[src/rsc_pkg.sv]
// Constants and types shared by the reset source controller
package rsc_pkg;

  // ************************************************************
  // Clock and timing
  // ************************************************************
  localparam int CLK_MHZ              = 250;
  localparam int STARTUP_DELAY_TIME_US = 64000;
  localparam int STARTUP_DELAY_CYCLES = STARTUP_DELAY_TIME_US * CLK_MHZ;
  localparam int DROP_DETECT_TIME_NS  = 2000;
  localparam int DROP_DETECT_CYCLES   = (DROP_DETECT_TIME_NS * CLK_MHZ + 999) / 1000;
  localparam int SAMPLE_WINDOW_CYCLES = 3;

  // ************************************************************
  // Register map (byte addresses)
  // ************************************************************
  localparam logic [7:0] REG_CAUSE_OFS   = 8'h00;
  localparam logic [7:0] REG_CONTROL_OFS = 8'h04;
  localparam logic [7:0] REG_STATUS_OFS  = 8'h08;

  // reset_cause_status fields
  localparam int CAUSE_POR_BIT = 0;
  localparam int CAUSE_EXT_BIT = 1;
  localparam int CAUSE_BOR_BIT = 2;
  localparam int CAUSE_WDT_BIT = 3;
  localparam logic [3:0] CAUSE_RESET = 4'h1;

  // control fields
  localparam int CTRL_CMP_REF_BIT = 0;
  localparam logic CTRL_RESET     = 1'b0;

  // status fields
  localparam int STAT_MODE_LSB   = 0;
  localparam int STAT_REF_BIT    = 2;
  localparam int STAT_POWER_BIT  = 3;
  localparam int STAT_FORCED_BIT = 4;
  localparam int STAT_BOD_BIT    = 5;

  // ************************************************************
  // Types
  // ************************************************************
  typedef enum logic [1:0] {
    RSC_MODE_RESERVED = 2'h0,
    RSC_MODE_SAMPLED  = 2'h1,
    RSC_MODE_ENABLED  = 2'h2,
    RSC_MODE_DISABLED = 2'h3
  } rsc_mode_t;

  localparam logic [1:0] FUSE_RESET = 2'h3;

  typedef enum logic [2:0] {
    RSC_ST_HOLD  = 3'h1,
    RSC_ST_COUNT = 3'h2,
    RSC_ST_RUN   = 3'h4
  } rsc_state_t;

endpackage

[src/rsc_top.sv]
// Reset source combiner, start-up delay, supply-drop detector and reference control
//
// Function
// - Internal reset restores registers; restart at vector
// - Power-on, pin and watchdog reset I/O asynchronously; drop resets it on a clock edge
// - Delay counter stretches reset after sources
// - Four sources: power-on, pin, watchdog, drop
// - Power-on detect asserts reset immediately
// - Power-on release starts the delay counter
// - Low pin resets; release after delay
// - Pin ignored during power-on count
// - Watchdog pulse; count starts at falling edge
// - Drop held detection time resets until recovered
// - Disabled mode never monitors nor resets
// - Sampled mode powers detector per tick fall
// - Sampled detection forces continuous until reset end
// - Active fuse field selects detector mode
// - Sleep fuse field selects mode, same codes
// - Reference on for detector, comparator, converter
// - Watchdog flag: set on event, clear power-on/zero
// - Power-on flag: set at power-on, zero clears
`timescale 1ns/10ps

module rsc_top
  import rsc_pkg::*;
#(
  parameter int STARTUP_CYCLES = STARTUP_DELAY_CYCLES
) (
  input  wire logic        pclk,
  input  wire logic        presetn,
  input  wire logic        psel,
  input  wire logic        penable,
  input  wire logic        pwrite,
  input  wire logic [7:0]  paddr,
  input  wire logic [31:0] pwdata,
  output logic      [31:0] prdata,
  output logic             pready,
  output logic             pslverr,
  input  wire logic        por_detect,
  input  wire logic        ext_reset_pin_n,
  input  wire logic        ext_reset_enable,
  input  wire logic        watchdog_timeout,
  input  wire logic        watchdog_enable,
  input  wire logic        drop_detector_out_n,
  input  wire logic        tick_1khz,
  input  wire logic [1:0]  active_drop_mode_select,
  input  wire logic [1:0]  sleep_drop_mode_select,
  input  wire logic        deep_sleep,
  input  wire logic        adc_enable,
  output logic             internal_reset,
  output logic             io_reset_n,
  output logic             drop_detector_power,
  output logic             bandgap_enable
);

  // ************************************************************
  // Asynchronous reset terms
  // ************************************************************
  // Power-on and system reset clear everything, without a clock
  wire logic hard_rst_n;
  // I/O reset also reacts to the pin and watchdog with no clock running
  wire logic io_async_n;

  assign hard_rst_n = presetn & ~por_detect;
  assign io_async_n = hard_rst_n & ~(ext_reset_enable & ~ext_reset_pin_n)
                      & ~(watchdog_enable & watchdog_timeout);

  // ************************************************************
  // Input synchronisers
  // ************************************************************
  // Bits: 0 pin low, 1 watchdog, 2 drop low, 3 tick
  logic [3:0] sync1_q;
  logic [3:0] sync2_q;
  logic       tick_d_q;
  wire  logic [3:0] raw_in;

  assign raw_in = {tick_1khz, ~drop_detector_out_n, watchdog_timeout, ~ext_reset_pin_n};

  always_ff @(posedge pclk or negedge hard_rst_n) begin
    if (!hard_rst_n) begin
      sync1_q  <= 4'h0;
      sync2_q  <= 4'h0;
      tick_d_q <= 1'b0;
    end else begin
      sync1_q  <= raw_in;
      sync2_q  <= sync1_q;
      tick_d_q <= sync2_q[3];
    end
  end

  wire logic pin_low_s;
  wire logic wdt_s;
  wire logic drop_low_s;
  wire logic tick_fall;

  assign pin_low_s  = sync2_q[0];
  assign wdt_s      = sync2_q[1];
  assign drop_low_s = sync2_q[2];
  assign tick_fall  = tick_d_q & ~sync2_q[3];

  // ************************************************************
  // Detector mode selection
  // ************************************************************
  logic [1:0] act_fuse_q;
  logic [1:0] slp_fuse_q;
  logic       forced_cont_q;
  logic       bod_rst_q;
  logic [9:0] low_cnt_q;
  logic [SAMPLE_WINDOW_CYCLES-1:0] sample_pend_q;
  rsc_state_t state_q;
  rsc_state_t state_d;

  wire logic [1:0] fuse_sel;
  wire logic       mode_cont;
  wire logic       mode_sampled;
  wire logic       mode_off;

  assign fuse_sel     = deep_sleep ? slp_fuse_q : act_fuse_q;
  assign mode_cont    = forced_cont_q || (fuse_sel == RSC_MODE_ENABLED);
  assign mode_sampled = !forced_cont_q && (fuse_sel == RSC_MODE_SAMPLED);
  // Reserved code is treated as disabled so an unprogrammed part stays quiet
  assign mode_off     = !mode_cont && !mode_sampled;

  // Fuses are re-read throughout reset and frozen while running
  always_ff @(posedge pclk or negedge hard_rst_n) begin
    if (!hard_rst_n) begin
      act_fuse_q <= FUSE_RESET;
      slp_fuse_q <= FUSE_RESET;
    end else if (state_q != RSC_ST_RUN) begin
      act_fuse_q <= active_drop_mode_select;
      slp_fuse_q <= sleep_drop_mode_select;
    end
  end

  // ************************************************************
  // Supply-drop detection
  // ************************************************************
  wire logic low_long;
  wire logic sample_hit;

  assign low_long   = (low_cnt_q == 10'(DROP_DETECT_CYCLES - 1)) && drop_low_s;
  assign sample_hit = mode_sampled && sample_pend_q[SAMPLE_WINDOW_CYCLES-1] && drop_low_s;

  always_ff @(posedge pclk or negedge hard_rst_n) begin
    if (!hard_rst_n) begin
      low_cnt_q <= 10'h000;
    end else if (!mode_cont || !drop_low_s) begin
      low_cnt_q <= 10'h000;
    end else if (!low_long) begin
      low_cnt_q <= low_cnt_q + 10'h001;
    end
  end

  // Sample window: detector powered a few cycles to cover the synchroniser lag
  always_ff @(posedge pclk or negedge hard_rst_n) begin
    if (!hard_rst_n) begin
      sample_pend_q <= '0;
    end else begin
      sample_pend_q <= {sample_pend_q[SAMPLE_WINDOW_CYCLES-2:0],
                        mode_sampled & tick_fall};
    end
  end

  always_ff @(posedge pclk or negedge hard_rst_n) begin
    if (!hard_rst_n) begin
      bod_rst_q <= 1'b0;
    end else if (mode_off || !drop_low_s) begin
      bod_rst_q <= 1'b0;
    end else if (low_long || sample_hit) begin
      bod_rst_q <= 1'b1;
    end
  end

  always_ff @(posedge pclk or negedge hard_rst_n) begin
    if (!hard_rst_n) begin
      forced_cont_q <= 1'b0;
    end else if (sample_hit) begin
      forced_cont_q <= 1'b1;
    end else if (state_q == RSC_ST_COUNT && state_d == RSC_ST_RUN) begin
      forced_cont_q <= 1'b0;
    end
  end

  // ************************************************************
  // Reset sequencing
  // ************************************************************
  logic        por_phase_q;
  logic [31:0] delay_cnt_q;
  logic [31:0] delay_cnt_d;

  wire logic ext_src;
  wire logic wdt_src;
  wire logic any_src;
  wire logic count_done;

  assign ext_src    = ext_reset_enable & pin_low_s & ~por_phase_q;
  assign wdt_src    = watchdog_enable & wdt_s;
  assign any_src    = ext_src | wdt_src | bod_rst_q;
  assign count_done = delay_cnt_q == 32'(STARTUP_CYCLES - 1);

  always_comb begin
    state_d     = state_q;
    delay_cnt_d = 32'h0;
    unique case (state_q)
      RSC_ST_HOLD: begin
        if (!any_src) begin
          state_d = RSC_ST_COUNT;
        end
      end
      RSC_ST_COUNT: begin
        if (any_src) begin
          state_d = RSC_ST_HOLD;
        end else if (!count_done) begin
          delay_cnt_d = delay_cnt_q + 32'h1;
        end else if (por_phase_q && ext_reset_enable && pin_low_s) begin
          state_d = RSC_ST_HOLD;
        end else begin
          state_d = RSC_ST_RUN;
        end
      end
      RSC_ST_RUN: begin
        if (any_src) begin
          state_d = RSC_ST_HOLD;
        end
      end
    endcase
  end

  always_ff @(posedge pclk or negedge hard_rst_n) begin
    if (!hard_rst_n) begin
      state_q     <= RSC_ST_HOLD;
      delay_cnt_q <= 32'h0;
      por_phase_q <= 1'b1;
    end else begin
      state_q     <= state_d;
      delay_cnt_q <= delay_cnt_d;
      if (state_q == RSC_ST_COUNT && count_done) begin
        por_phase_q <= 1'b0;
      end
    end
  end

  // Release only on a clock edge; assertion is immediate through hard_rst_n
  always_ff @(posedge pclk or negedge hard_rst_n) begin
    if (!hard_rst_n) begin
      internal_reset <= 1'b1;
    end else begin
      internal_reset <= (state_d != RSC_ST_RUN);
    end
  end

  always_ff @(posedge pclk or negedge io_async_n) begin
    if (!io_async_n) begin
      io_reset_n <= 1'b0;
    end else begin
      io_reset_n <= (state_d == RSC_ST_RUN);
    end
  end

  // ************************************************************
  // Detector power and bandgap reference
  // ************************************************************
  logic cmp_ref_q;

  always_ff @(posedge pclk or negedge hard_rst_n) begin
    if (!hard_rst_n) begin
      drop_detector_power <= 1'b0;
      bandgap_enable      <= 1'b0;
    end else begin
      drop_detector_power <= mode_cont | (mode_sampled & (tick_fall | (|sample_pend_q)));
      bandgap_enable      <= !mode_off | cmp_ref_q | adc_enable;
    end
  end

  // ************************************************************
  // APB slave
  // ************************************************************
  logic [3:0] cause_q;
  logic       bod_rst_d1_q;

  wire logic apb_setup;
  wire logic apb_write;
  wire logic hit_cause;
  wire logic hit_ctrl;
  wire logic hit_stat;
  wire logic [31:0] rd_mux;
  wire logic [3:0]  cause_set;
  wire logic [3:0]  cause_keep;

  assign apb_setup = psel & ~penable;
  assign apb_write = psel & penable & pready & pwrite;
  assign hit_cause = paddr == REG_CAUSE_OFS;
  assign hit_ctrl  = paddr == REG_CONTROL_OFS;
  assign hit_stat  = paddr == REG_STATUS_OFS;

  assign rd_mux = hit_cause ? {28'h0, cause_q} :
                  hit_ctrl  ? {31'h0, cmp_ref_q} :
                  hit_stat  ? {26'h0, bod_rst_q, forced_cont_q, drop_detector_power,
                               bandgap_enable, fuse_sel} :
                  32'h0;

  // Software clears a flag by writing zero; a same-cycle event still sets it
  assign cause_keep = (apb_write && hit_cause) ? (cause_q & pwdata[3:0]) : cause_q;
  assign cause_set[CAUSE_POR_BIT] = 1'b0;
  assign cause_set[CAUSE_EXT_BIT] = ext_src & (state_q == RSC_ST_RUN);
  assign cause_set[CAUSE_BOR_BIT] = bod_rst_q & ~bod_rst_d1_q;
  assign cause_set[CAUSE_WDT_BIT] = wdt_src & (state_q == RSC_ST_RUN);

  // Power-on reset sets the power-on flag and clears the rest
  always_ff @(posedge pclk or negedge hard_rst_n) begin
    if (!hard_rst_n) begin
      cause_q      <= CAUSE_RESET;
      bod_rst_d1_q <= 1'b0;
    end else begin
      cause_q      <= cause_keep | cause_set;
      bod_rst_d1_q <= bod_rst_q;
    end
  end

  // Control register returns to its initial value under internal reset
  always_ff @(posedge pclk or negedge hard_rst_n) begin
    if (!hard_rst_n) begin
      cmp_ref_q <= CTRL_RESET;
    end else if (internal_reset) begin
      cmp_ref_q <= CTRL_RESET;
    end else if (apb_write && hit_ctrl) begin
      cmp_ref_q <= pwdata[CTRL_CMP_REF_BIT];
    end
  end

  always_ff @(posedge pclk or negedge hard_rst_n) begin
    if (!hard_rst_n) begin
      prdata  <= 32'h0;
      pready  <= 1'b0;
      pslverr <= 1'b0;
    end else begin
      pready <= 1'b1;
      if (apb_setup) begin
        prdata  <= pwrite ? 32'h0 : rd_mux;
        pslverr <= ~(hit_cause | hit_ctrl | hit_stat);
      end
    end
  end

endmodule

[config.mk]
export PLATFORM = sky130hd
export DESIGN_NAME = rsc_top
export DESIGN_NICKNAME = d
export VERILOG_FILES = /design/src/rsc_pkg.sv /design/src/rsc_top.sv
export SDC_FILE = /design/constraint.sdc
export NUM_CORES = 1
export LEC_CHECK = 0
export BUFFER_PORTS_ARGS = -buffer_cell sky130_fd_sc_hd__buf_2
export CAP_MARGIN = 40
export CORE_MARGIN = 2
export CORE_UTILIZATION = 45
export CTS_CLUSTER_SIZE = 20
export DETAILED_ROUTE_END_ITERATION = 10
export GPL_TIMING_DRIVEN = 0
export HOLD_SLACK_MARGIN = 0.06
export PLACE_DENSITY = 0.71
export SKIP_CTS_REPAIR_TIMING = 1
export SLEW_MARGIN = 5
export SYNTH_ARGS = -nofsm -noshare
export SYNTH_HDL_FRONTEND = slang
export SYNTH_SLANG_ARGS = --single-unit
[constraint.sdc]
create_clock -name pclk -period 6.1 [get_ports pclk]
set_input_delay 0.915 -clock pclk [delete_from_list [all_inputs] [get_ports pclk]]
set_output_delay 0.915 -clock pclk [all_outputs]
set_load 0.03 [all_outputs]
### Yosys cells after proc, flatten, opt, wreduce, memory -nomap -nowiden

Cells that the tools add are included.

* register bits after elaboration: 108
* bits of input ports: 58
* output and inout bits: 38
* word-level logic and storage cells: 123

* add/subtract/negate cells: 2
* eq/ne operators: 13
* multiplexer cells: 23
* bitwise operators: 38
* reduce and logical (&&, ||, !) cells: 25

Operators by type and width (count)
* $mux W32: 3
* $add A32 B1 Y32 const B: 1
* $eq A32 B24 Y1 const B: 1
* $mux W6: 4
* $mux W10: 2
* $and A1 B1 Y1: 18
* $mux W3: 5
* $logic_and A1 B1 Y1: 11
* $add A10 B1 Y10 const B: 1
* $eq A10 B9 Y1 const B: 1
* $not A1 Y1: 10
* $pmux W3 S3: 1
* $eq A8 B3 Y1 const B: 1
* $eq A8 B4 Y1 const B: 1
* $logic_not A8 Y1: 1
* $or A1 B1 Y1: 8
* $eq A3 B3 Y1 const B: 2
* $mux W1: 6
* $ne A3 B3 Y1 const B: 2
* $reduce_bool A2 Y1: 3
* $logic_not A1 Y1: 5
* $and A4 B4 Y4: 1
* $logic_or A1 B1 Y1: 4
* $mux W4: 1
* other kinds (8): 8

### Logic depth before layout (Yosys ltp)

Gate-level depths: netlist of run 1.

* depth after elaboration: 10
* depth in mapped cells: 7
* gate-level depth less buffers: 5

### Worst setup path after synthesis of run 1

Ideal clock, no wire load.

* path kind: input to register
* start point: input port paddr[1]
* end point: register prdata[1]
* data arrival time: 2269 ps
* required time: 6033 ps
* slack: 3764 ps
* cell stages on the path: 4
* buffers on the path: 0
* cell sequence: nor4_1 > nand3b_1 > nor4_1 > a221o_1

* cells in the longest elaborated chain, start to end: 5
* elaborated cells between the ends (all ways): 7
* those cells by class: eq/ne: 2; mux: 4; reduce/logical: 1

RTL lines
* start: declaration: line rsc_top.sv:34 `input wire logic [7:0] paddr,`
* $eq A8 B4 Y1: line rsc_top.sv:294 `assign hit_stat = paddr == REG_STATUS_OFS;`
* $mux W6: line rsc_top.sv:298 `hit_stat ? {26'h0, bod_rst_q, forced_cont_q, drop_detector_power,`
* $mux W6: line rsc_top.sv:297 `hit_ctrl ? {31'h0, cmp_ref_q} :`
* $mux W6 (*): line rsc_top.sv:296 `assign rd_mux = hit_cause ? {28'h0, cause_q} :`
* $mux W6 (*): line rsc_top.sv:339 `prdata <= pwrite ? 32'h0 : rd_mux;`
* end signal: assignment: line rsc_top.sv:339
* end: declaration: line rsc_top.sv:36 `output logic [31:0] prdata,`

Every way passes the cells marked *; elsewhere a longest branch is shown, timed or not.
A chain may end at the register's enable or synchronous reset.

### Worst setup path after layout of run 1

Same ends and word-level chain as after synthesis.

==> flow_metrics.env, run 1 <==
export IMPL_status="finished, final reports clean"
export IMPL_rows=34
export IMPL_grt_max_degree=31
export IMPL_syn_to_final_growth_pct=17.5
export IMPL_postSynthAreaPerCell_um2=10.1
export IMPL_min_period_ns=2.41
export IMPL_wirelength_mm=8.20
export IMPL_power_mw=1.10
export IMPL_seq_area_frac_synth=0.511
export IMPL_cp_cell_sequence="buf_2, nor4_1, nand3b_1, nor4_1, a221o_1"
export IMPL_post_dp_cell_area_mm2=0.00455
export IMPL_synth_cell_area_mm2=0.00404
export IMPL_relSlewSlack=0.374
export IMPL_initial_utilization=0.463
export IMPL_wire_per_inst_um=13.8
export IMPL_stdcell_area_mm2=0.00474
export IMPL_min_delay_path_class="flop to flop"
export IMPL_cts_tree="yes"
export IMPL_synth_seq_cells=82
export IMPL_report_final_slew_viol_count=0
export IMPL_yosysWarnings=0
export IMPL_place_congestion=0.819
export IMPL_fmax_ghz=0.416
export IMPL_io_pins=96
export IMPL_cts_buffer_depth=2
export IMPL_nets=541
export IMPL_vias=3193
export IMPL_cap_violations=0
export IMPL_period_share=0.394
export IMPL_drc_errors=0
export IMPL_cts_buffers=9
export IMPL_grt_first_pass_wirelength_mm=14.2
export IMPL_layout_drive_gt1_share=0.222
export IMPL_ys_types=52
export IMPL_slowest_stage="nor4_1"
export IMPL_syn_inst=401
export IMPL_drtAntennaViolNets=0
export IMPL_crit_type="input pin to flop"
export IMPL_holdWs_ns=0.359
export IMPL_grtUsageTotal=0.179
export IMPL_hold_viol=0
export IMPL_path_clk_slew_ns=0.09
export IMPL_pre_cts_ws_ns=3.35
export IMPL_critPathRequiredTime_ns=6.40
export IMPL_cellLeakagePower_nw=2.07
export IMPL_ir_worst_vdd_mv=0.122
export IMPL_die_w_um=98.7
export IMPL_worstPathMaxFanout=6
export IMPL_worst_pin_slew_ns=0.932
export IMPL_cpMostUsedCell="nor4_1"
export IMPL_io_buffers=41
export IMPL_critPathLaunchType="input pin"
export IMPL_grt_pass1_vias=3024
export IMPL_setup_viol=0
export IMPL_async_flop_share=1.00
export IMPL_synth_flop_cell="dfrtp_1"
export IMPL_nFillCells=777
export IMPL_clk_root_buffer_cell="clkbuf_8"
export IMPL_worst_slack_ns=3.69
export IMPL_core_area_mm2=0.00872
export IMPL_drt_first_pass_iters=4
export IMPL_drt_vias_per_instance=5.38
export IMPL_power_density_mw_per_mm2=231
export IMPL_drt_initial_drc_count=106
export IMPL_grt_setup_unrepaired="false"
export IMPL_setup_tns_ns=0
export IMPL_synth_edff_count=0
export IMPL_dieArea_mm2=0.00975
export IMPL_die_height_um=98.7
export IMPL_cts_sinks=82
export IMPL_htreeDepth=3
export IMPL_slowest_delay_ns=0.71
export IMPL_fin_skew_ns=0.0109
export IMPL_clock_latency_ns=0.36
export IMPL_antenna_found_initial=0
export IMPL_worstPathArrival_ns=2.71
export IMPL_dp_hpwl_mm=5.94
export IMPL_cp_end_kind="flop"
export IMPL_diodes=0
export IMPL_grt_ovfl_total=0
[final timing paths]
| check | slack, ns | start | endpoint | cells past startpoint |
|---|---|---|---|---|
| worst min register to register | 0.36 | sync1_q[2]$_DFF_PN0_ | sync2_q[2]$_DFF_PN0_ | 0 |
| min in group asynchronous | 0.46 | ext_reset_enable | io_reset_n$_DFF_PN0_ | 2 |
| max in group asynchronous | 4.69 | por_detect | io_reset_n$_DFF_PN0_ | 6 |
| worst min-delay path | 0.36 | sync1_q[2]$_DFF_PN0_ | sync2_q[2]$_DFF_PN0_ | 0 |
| worst max register to register | 3.71 | delay_cnt_q[0]$_DFF_PN0_ | forced_cont_q$_DFFE_PN0P_ | 6 |
| worst max-delay path | 3.69 | paddr[1] | prdata[1]$_DFFE_PN0P_ | 5 |
[cell type report]
type	count	area [µm²]	share of cell area
Buffer	38	248	0.0522
Tap cell	108	135	0.0285
Inverter	11	41.3	0.00870
Clock inverter	6	51.3	0.0108
Multi-Input combinational cell	295	1790	0.377
Timing Repair Buffer	44	280	0.0591
Clock buffer	10	138	0.0290
Sequential cell	82	2060	0.435
[where the power goes]
group	internal, mW	switching (mW)	leakage, nW
Clock	0.164	0.209	0.0983
Combinational	0.0517	0.0922	0.896
Sequential	0.562	0.0181	1.07
[registers in the layout (all words and copies together) (netlist names), 2 cells and up]
signal and flops:
slp_fuse_q 2, act_fuse_q 2, sample_pend_q 3, low_cnt_q 10
cause_q 4, prdata 6, sync2_q 4, state_q 3
sync1_q 4, delay_cnt_q 32
[metal layers]
metal / up-vias / track usage / share of wire
met4: 0 / 0.0537 / 0.013
li1: 1582 / - / -
met2: 79 / 0.294 / 0.48
met1: 1522 / 0.235 / 0.46
met3: 10 / 0.0440 / 0.048
met5: - / 0 / 0
[cells in the mapped netlist (13+ instances only)]
master | number | area (µm²)
dfrtp_1 | 74 | 1850
a21oi_1 | 27 | 135
buf_4 | 26 | 195
nand3_1 | 25 | 125
nand2_1 | 24 | 90.1
nor2_1 | 24 | 90.1
o21ai_0 | 16 | 80.1
nand4_1 | 14 | 87.6
o31ai_1 | 13 | 97.6
[cells by family after synthesis]
family	Yosys count	synth area share
AOI/OAI and AO/OA	80	0.125
buffers and inverters	49	0.0716
muxes	7	0.0189
xor gates and xnor gates	18	0.0390
other	2	0.00186
DFF	82	0.511
adders and majority gates	2	0.00620
and+or+nand+nor	161	0.227
[cells in the final DEF, fill, tap and decap left out, drive strengths merged, types with 3 or more instances in the layout]
cell    count
nor4        8
nand3      25
nor3        9
or4        12
dfrtp      74
nand2      24
o211ai      3
xor2       11
conb       27
clkbuf     21
or3        11
nor2b       3
a31oi       3
o31ai      13
clkinv      5
a21oi      27
dfstp       8
mux2        5
buf        71
xnor2       7
o21ai      16
nor2       24
a21o        3
and3        4
and2        7
nand4      15
and4        5
a221o       3
inv        12
or2         3
[metrics by stage]
step | utilization | instances
6_report | 0.544 | 594
5_1_grt | 0.544 | 594
4_1_cts | 0.544 | 594
3_5_place_dp | 0.522 | 578
3_3_place_gp | 0.513 | 575
2_1_floorplan | - | 426
[critical path: cells and delay by family]
family	cells	cell delay (ns)
and+or+nand+nor	3	1.43
AOI/OAI and AO/OA	1	0.26
buffers and inverters	1	0.09
Power figures use the tool's default switching activity.
==> run 2, diff against run 1 <==
--- a/config.mk
+++ b/config.mk
@@ -13,7 +13,7 @@
 export DETAILED_ROUTE_END_ITERATION = 10
 export GPL_TIMING_DRIVEN = 0
 export HOLD_SLACK_MARGIN = 0.06
-export PLACE_DENSITY = 0.71
+export PLACE_DENSITY = 0.69
 export SKIP_CTS_REPAIR_TIMING = 1
 export SLEW_MARGIN = 5
 export SYNTH_ARGS = -nofsm -noshare
==> constraint.sdc (replaced) <==
create_clock -name pclk -period 2.5 [get_ports pclk]
set_input_delay 0.375 -clock pclk [delete_from_list [all_inputs] [get_ports pclk]]
set_output_delay 0.375 -clock pclk [all_outputs]
set_load 0.03 [all_outputs]
==> flow_metrics.env, run 2 (synthesis results as in run 1) <==
export IMPL_status="finished, final reports clean"
export IMPL_grt_max_degree=28
export IMPL_grt_ovfl_total=0
export IMPL_report_final_slew_viol_count=0
export IMPL_regMostFlops="delay_cnt_q"
export IMPL_cts_sinks=82
export IMPL_die_w_um=98.7
export IMPL_syn_to_final_growth_pct=18.7
export IMPL_grt_setup_unrepaired="false"
export IMPL_layout_commonest_cell="dfrtp_1"
export IMPL_critPathLaunchType="flop"
export IMPL_p_sw_frac=0.278
export IMPL_ir_worst_vdd_mv=0.268
export IMPL_wire_per_inst_um=13.9
export IMPL_diodes=0
export IMPL_antenna_found_initial=0
export IMPL_slowest_stage="nor4_2"
export IMPL_hold_viol=0
export IMPL_min_period_ns=2.17
export IMPL_crit_type="flop to flop"
export IMPL_min_delay_path_class="input pin to async pin"
export IMPL_drc_errors=0
export IMPL_dieArea_mm2=0.00975
export IMPL_die_height_um=98.7
export IMPL_dp_hpwl_mm=6.13
export IMPL_initial_utilization=0.463
export IMPL_period_share=0.870
export IMPL_p_int_mw=2.00
export IMPL_worstPathArrival_ns=2.39
export IMPL_worstPathMaxFanout=6
export IMPL_comb_power_share=0.126
export IMPL_cp_cell_sequence="ha_1, and3_1, clkbuf_1, nand3_1, nor4_2, o21ai_0"
export IMPL_setup_viol=0
export IMPL_rows=34
export IMPL_wirelength_mm=8.29
export IMPL_fmax_ghz=0.460
export IMPL_p_seq_frac=0.511
export IMPL_relSlewSlack=0.439
export IMPL_slowest_delay_ns=0.54
export IMPL_final_cell_mix="dfrtp_1 (74), buf_2 (41), a21oi_1 (27), conb_1 (27), buf_4 (26)"
export IMPL_cp_end_kind="flop"
export IMPL_layout_drive_gt1_share=0.223
export IMPL_p_clk_frac=0.362
export IMPL_vias=3229
export IMPL_drt_first_pass_iters=5
export IMPL_power_mw=2.77
export IMPL_drt_vias_per_instance=5.41
export IMPL_power_density_mw_per_mm2=578
export IMPL_drt_initial_drc_count=97
export IMPL_path_clk_slew_ns=0.09
export IMPL_nets=544
export IMPL_top_regs="delay_cnt_q: 32 flops, low_cnt_q: 10 flops, prdata: 6 flops"
export IMPL_pre_cts_ws_ns=0.107
export IMPL_clk_root_buffer_cell="clkbuf_8"
export IMPL_cts_buffer_depth=2
export IMPL_grt_first_pass_wirelength_mm=14.4
export IMPL_grt_pass1_vias=3071
export IMPL_holdWs_ns=0.0543
export IMPL_cellLeakagePower_nw=2.09
export IMPL_cts_tree="yes"
export IMPL_critPathRequiredTime_ns=2.72
export IMPL_worst_slack_ns=0.326
export IMPL_htreeDepth=3
export IMPL_fin_skew_ns=0.00947
export IMPL_largest_reg_flops=32
export IMPL_drtAntennaViolNets=0
export IMPL_place_congestion=0.856
export IMPL_io_buffers=41
export IMPL_clock_latency_ns=0.35
export IMPL_cts_buffers=9
export IMPL_io_pins=96
export IMPL_p_sw_mw=0.770
export IMPL_cap_violations=0
export IMPL_core_area_mm2=0.00872
export IMPL_grtUsageTotal=0.181
export IMPL_worst_pin_slew_ns=0.834
## run 2: cell types whose count changed in the layout (fill, tap and decap cells not counted), sizes merged
cell,delta
clkinv,-3
dlygate4sd3,+3
inv,+2
bufinv,+1
## run 2: final timing paths
path	from	endpoint	slack [ns]	cells past startpoint
max	delay_cnt_q[0]$_DFF_PN0_	forced_cont_q$_DFFE_PN0P_	0.33	6
min	por_detect	low_cnt_q[1]$_DFFE_PN0P_	0.05	2
max reg2reg	delay_cnt_q[0]$_DFF_PN0_	forced_cont_q$_DFFE_PN0P_	0.33	6
min reg2reg	sync1_q[3]$_DFF_PN0_	sync2_q[3]$_DFF_PN0_	0.34	0
max in group asynchronous	presetn	io_reset_n$_DFF_PN0_	0.53	8
min in group pclk	tick_1khz	sync1_q[3]$_DFF_PN0_	0.12	1
## run 2: area by class of cell
cell class                      instances  area [µm²]
Fill cell                             789        3930
Sequential cell                        82        2060
Multi-Input combinational cell        295        1790
Timing Repair Buffer                   47         303
Buffer                                 38         248
Clock buffer                           10         138
Tap cell                              108         135
Clock inverter                          6        70.1
Inverter                               11        41.3
## run 2: critical path: cells and delay by family, from the launching register on
kind,cells,cell delay (ns)
adder cells (fa/ha/maj),1,0.24
AO/OA/AOI/OAI,1,0.15
flip-flops,1,0.41
AND/OR/NAND/NOR,3,1.00
buffers and inverters,1,0.26
## run 2: power by group through the flow
stage / clock network (mW) / registers (mW) / logic (mW)
after CTS: 1.04 / 1.41 / 0.350
after global routing: 1.10 / 1.42 / 0.389
after global placement: 0 / 1.44 / 0.330
final: 1.00 / 1.41 / 0.350
after floorplan: 0 / 1.44 / 0.249
after detailed placement: 0 / 1.44 / 0.349
## run 2: metal layers
| metal | vias up | wire length (µm) | track usage |
|---|---|---|---|
| li1 | 1582 | - | - |
| met1 | 1535 | 3680 | 0.239 |
| met2 | 105 | 4040 | 0.299 |
| met3 | 7 | 492 | 0.0468 |
| met4 | 0 | 70 | 0.0464 |
| met5 | - | 0 | 0 |
## run 2: metrics by stage
stage	setup TNS, ns	area [µm²]	utilization	instances
after floorplan	0	4140	-	426
after global placement	-13.07	4480	0.514	575
after detailed placement	0	4550	0.521	578
after CTS	0	4750	0.545	594
after global routing	0	4790	0.549	597
final	0	4790	0.549	597
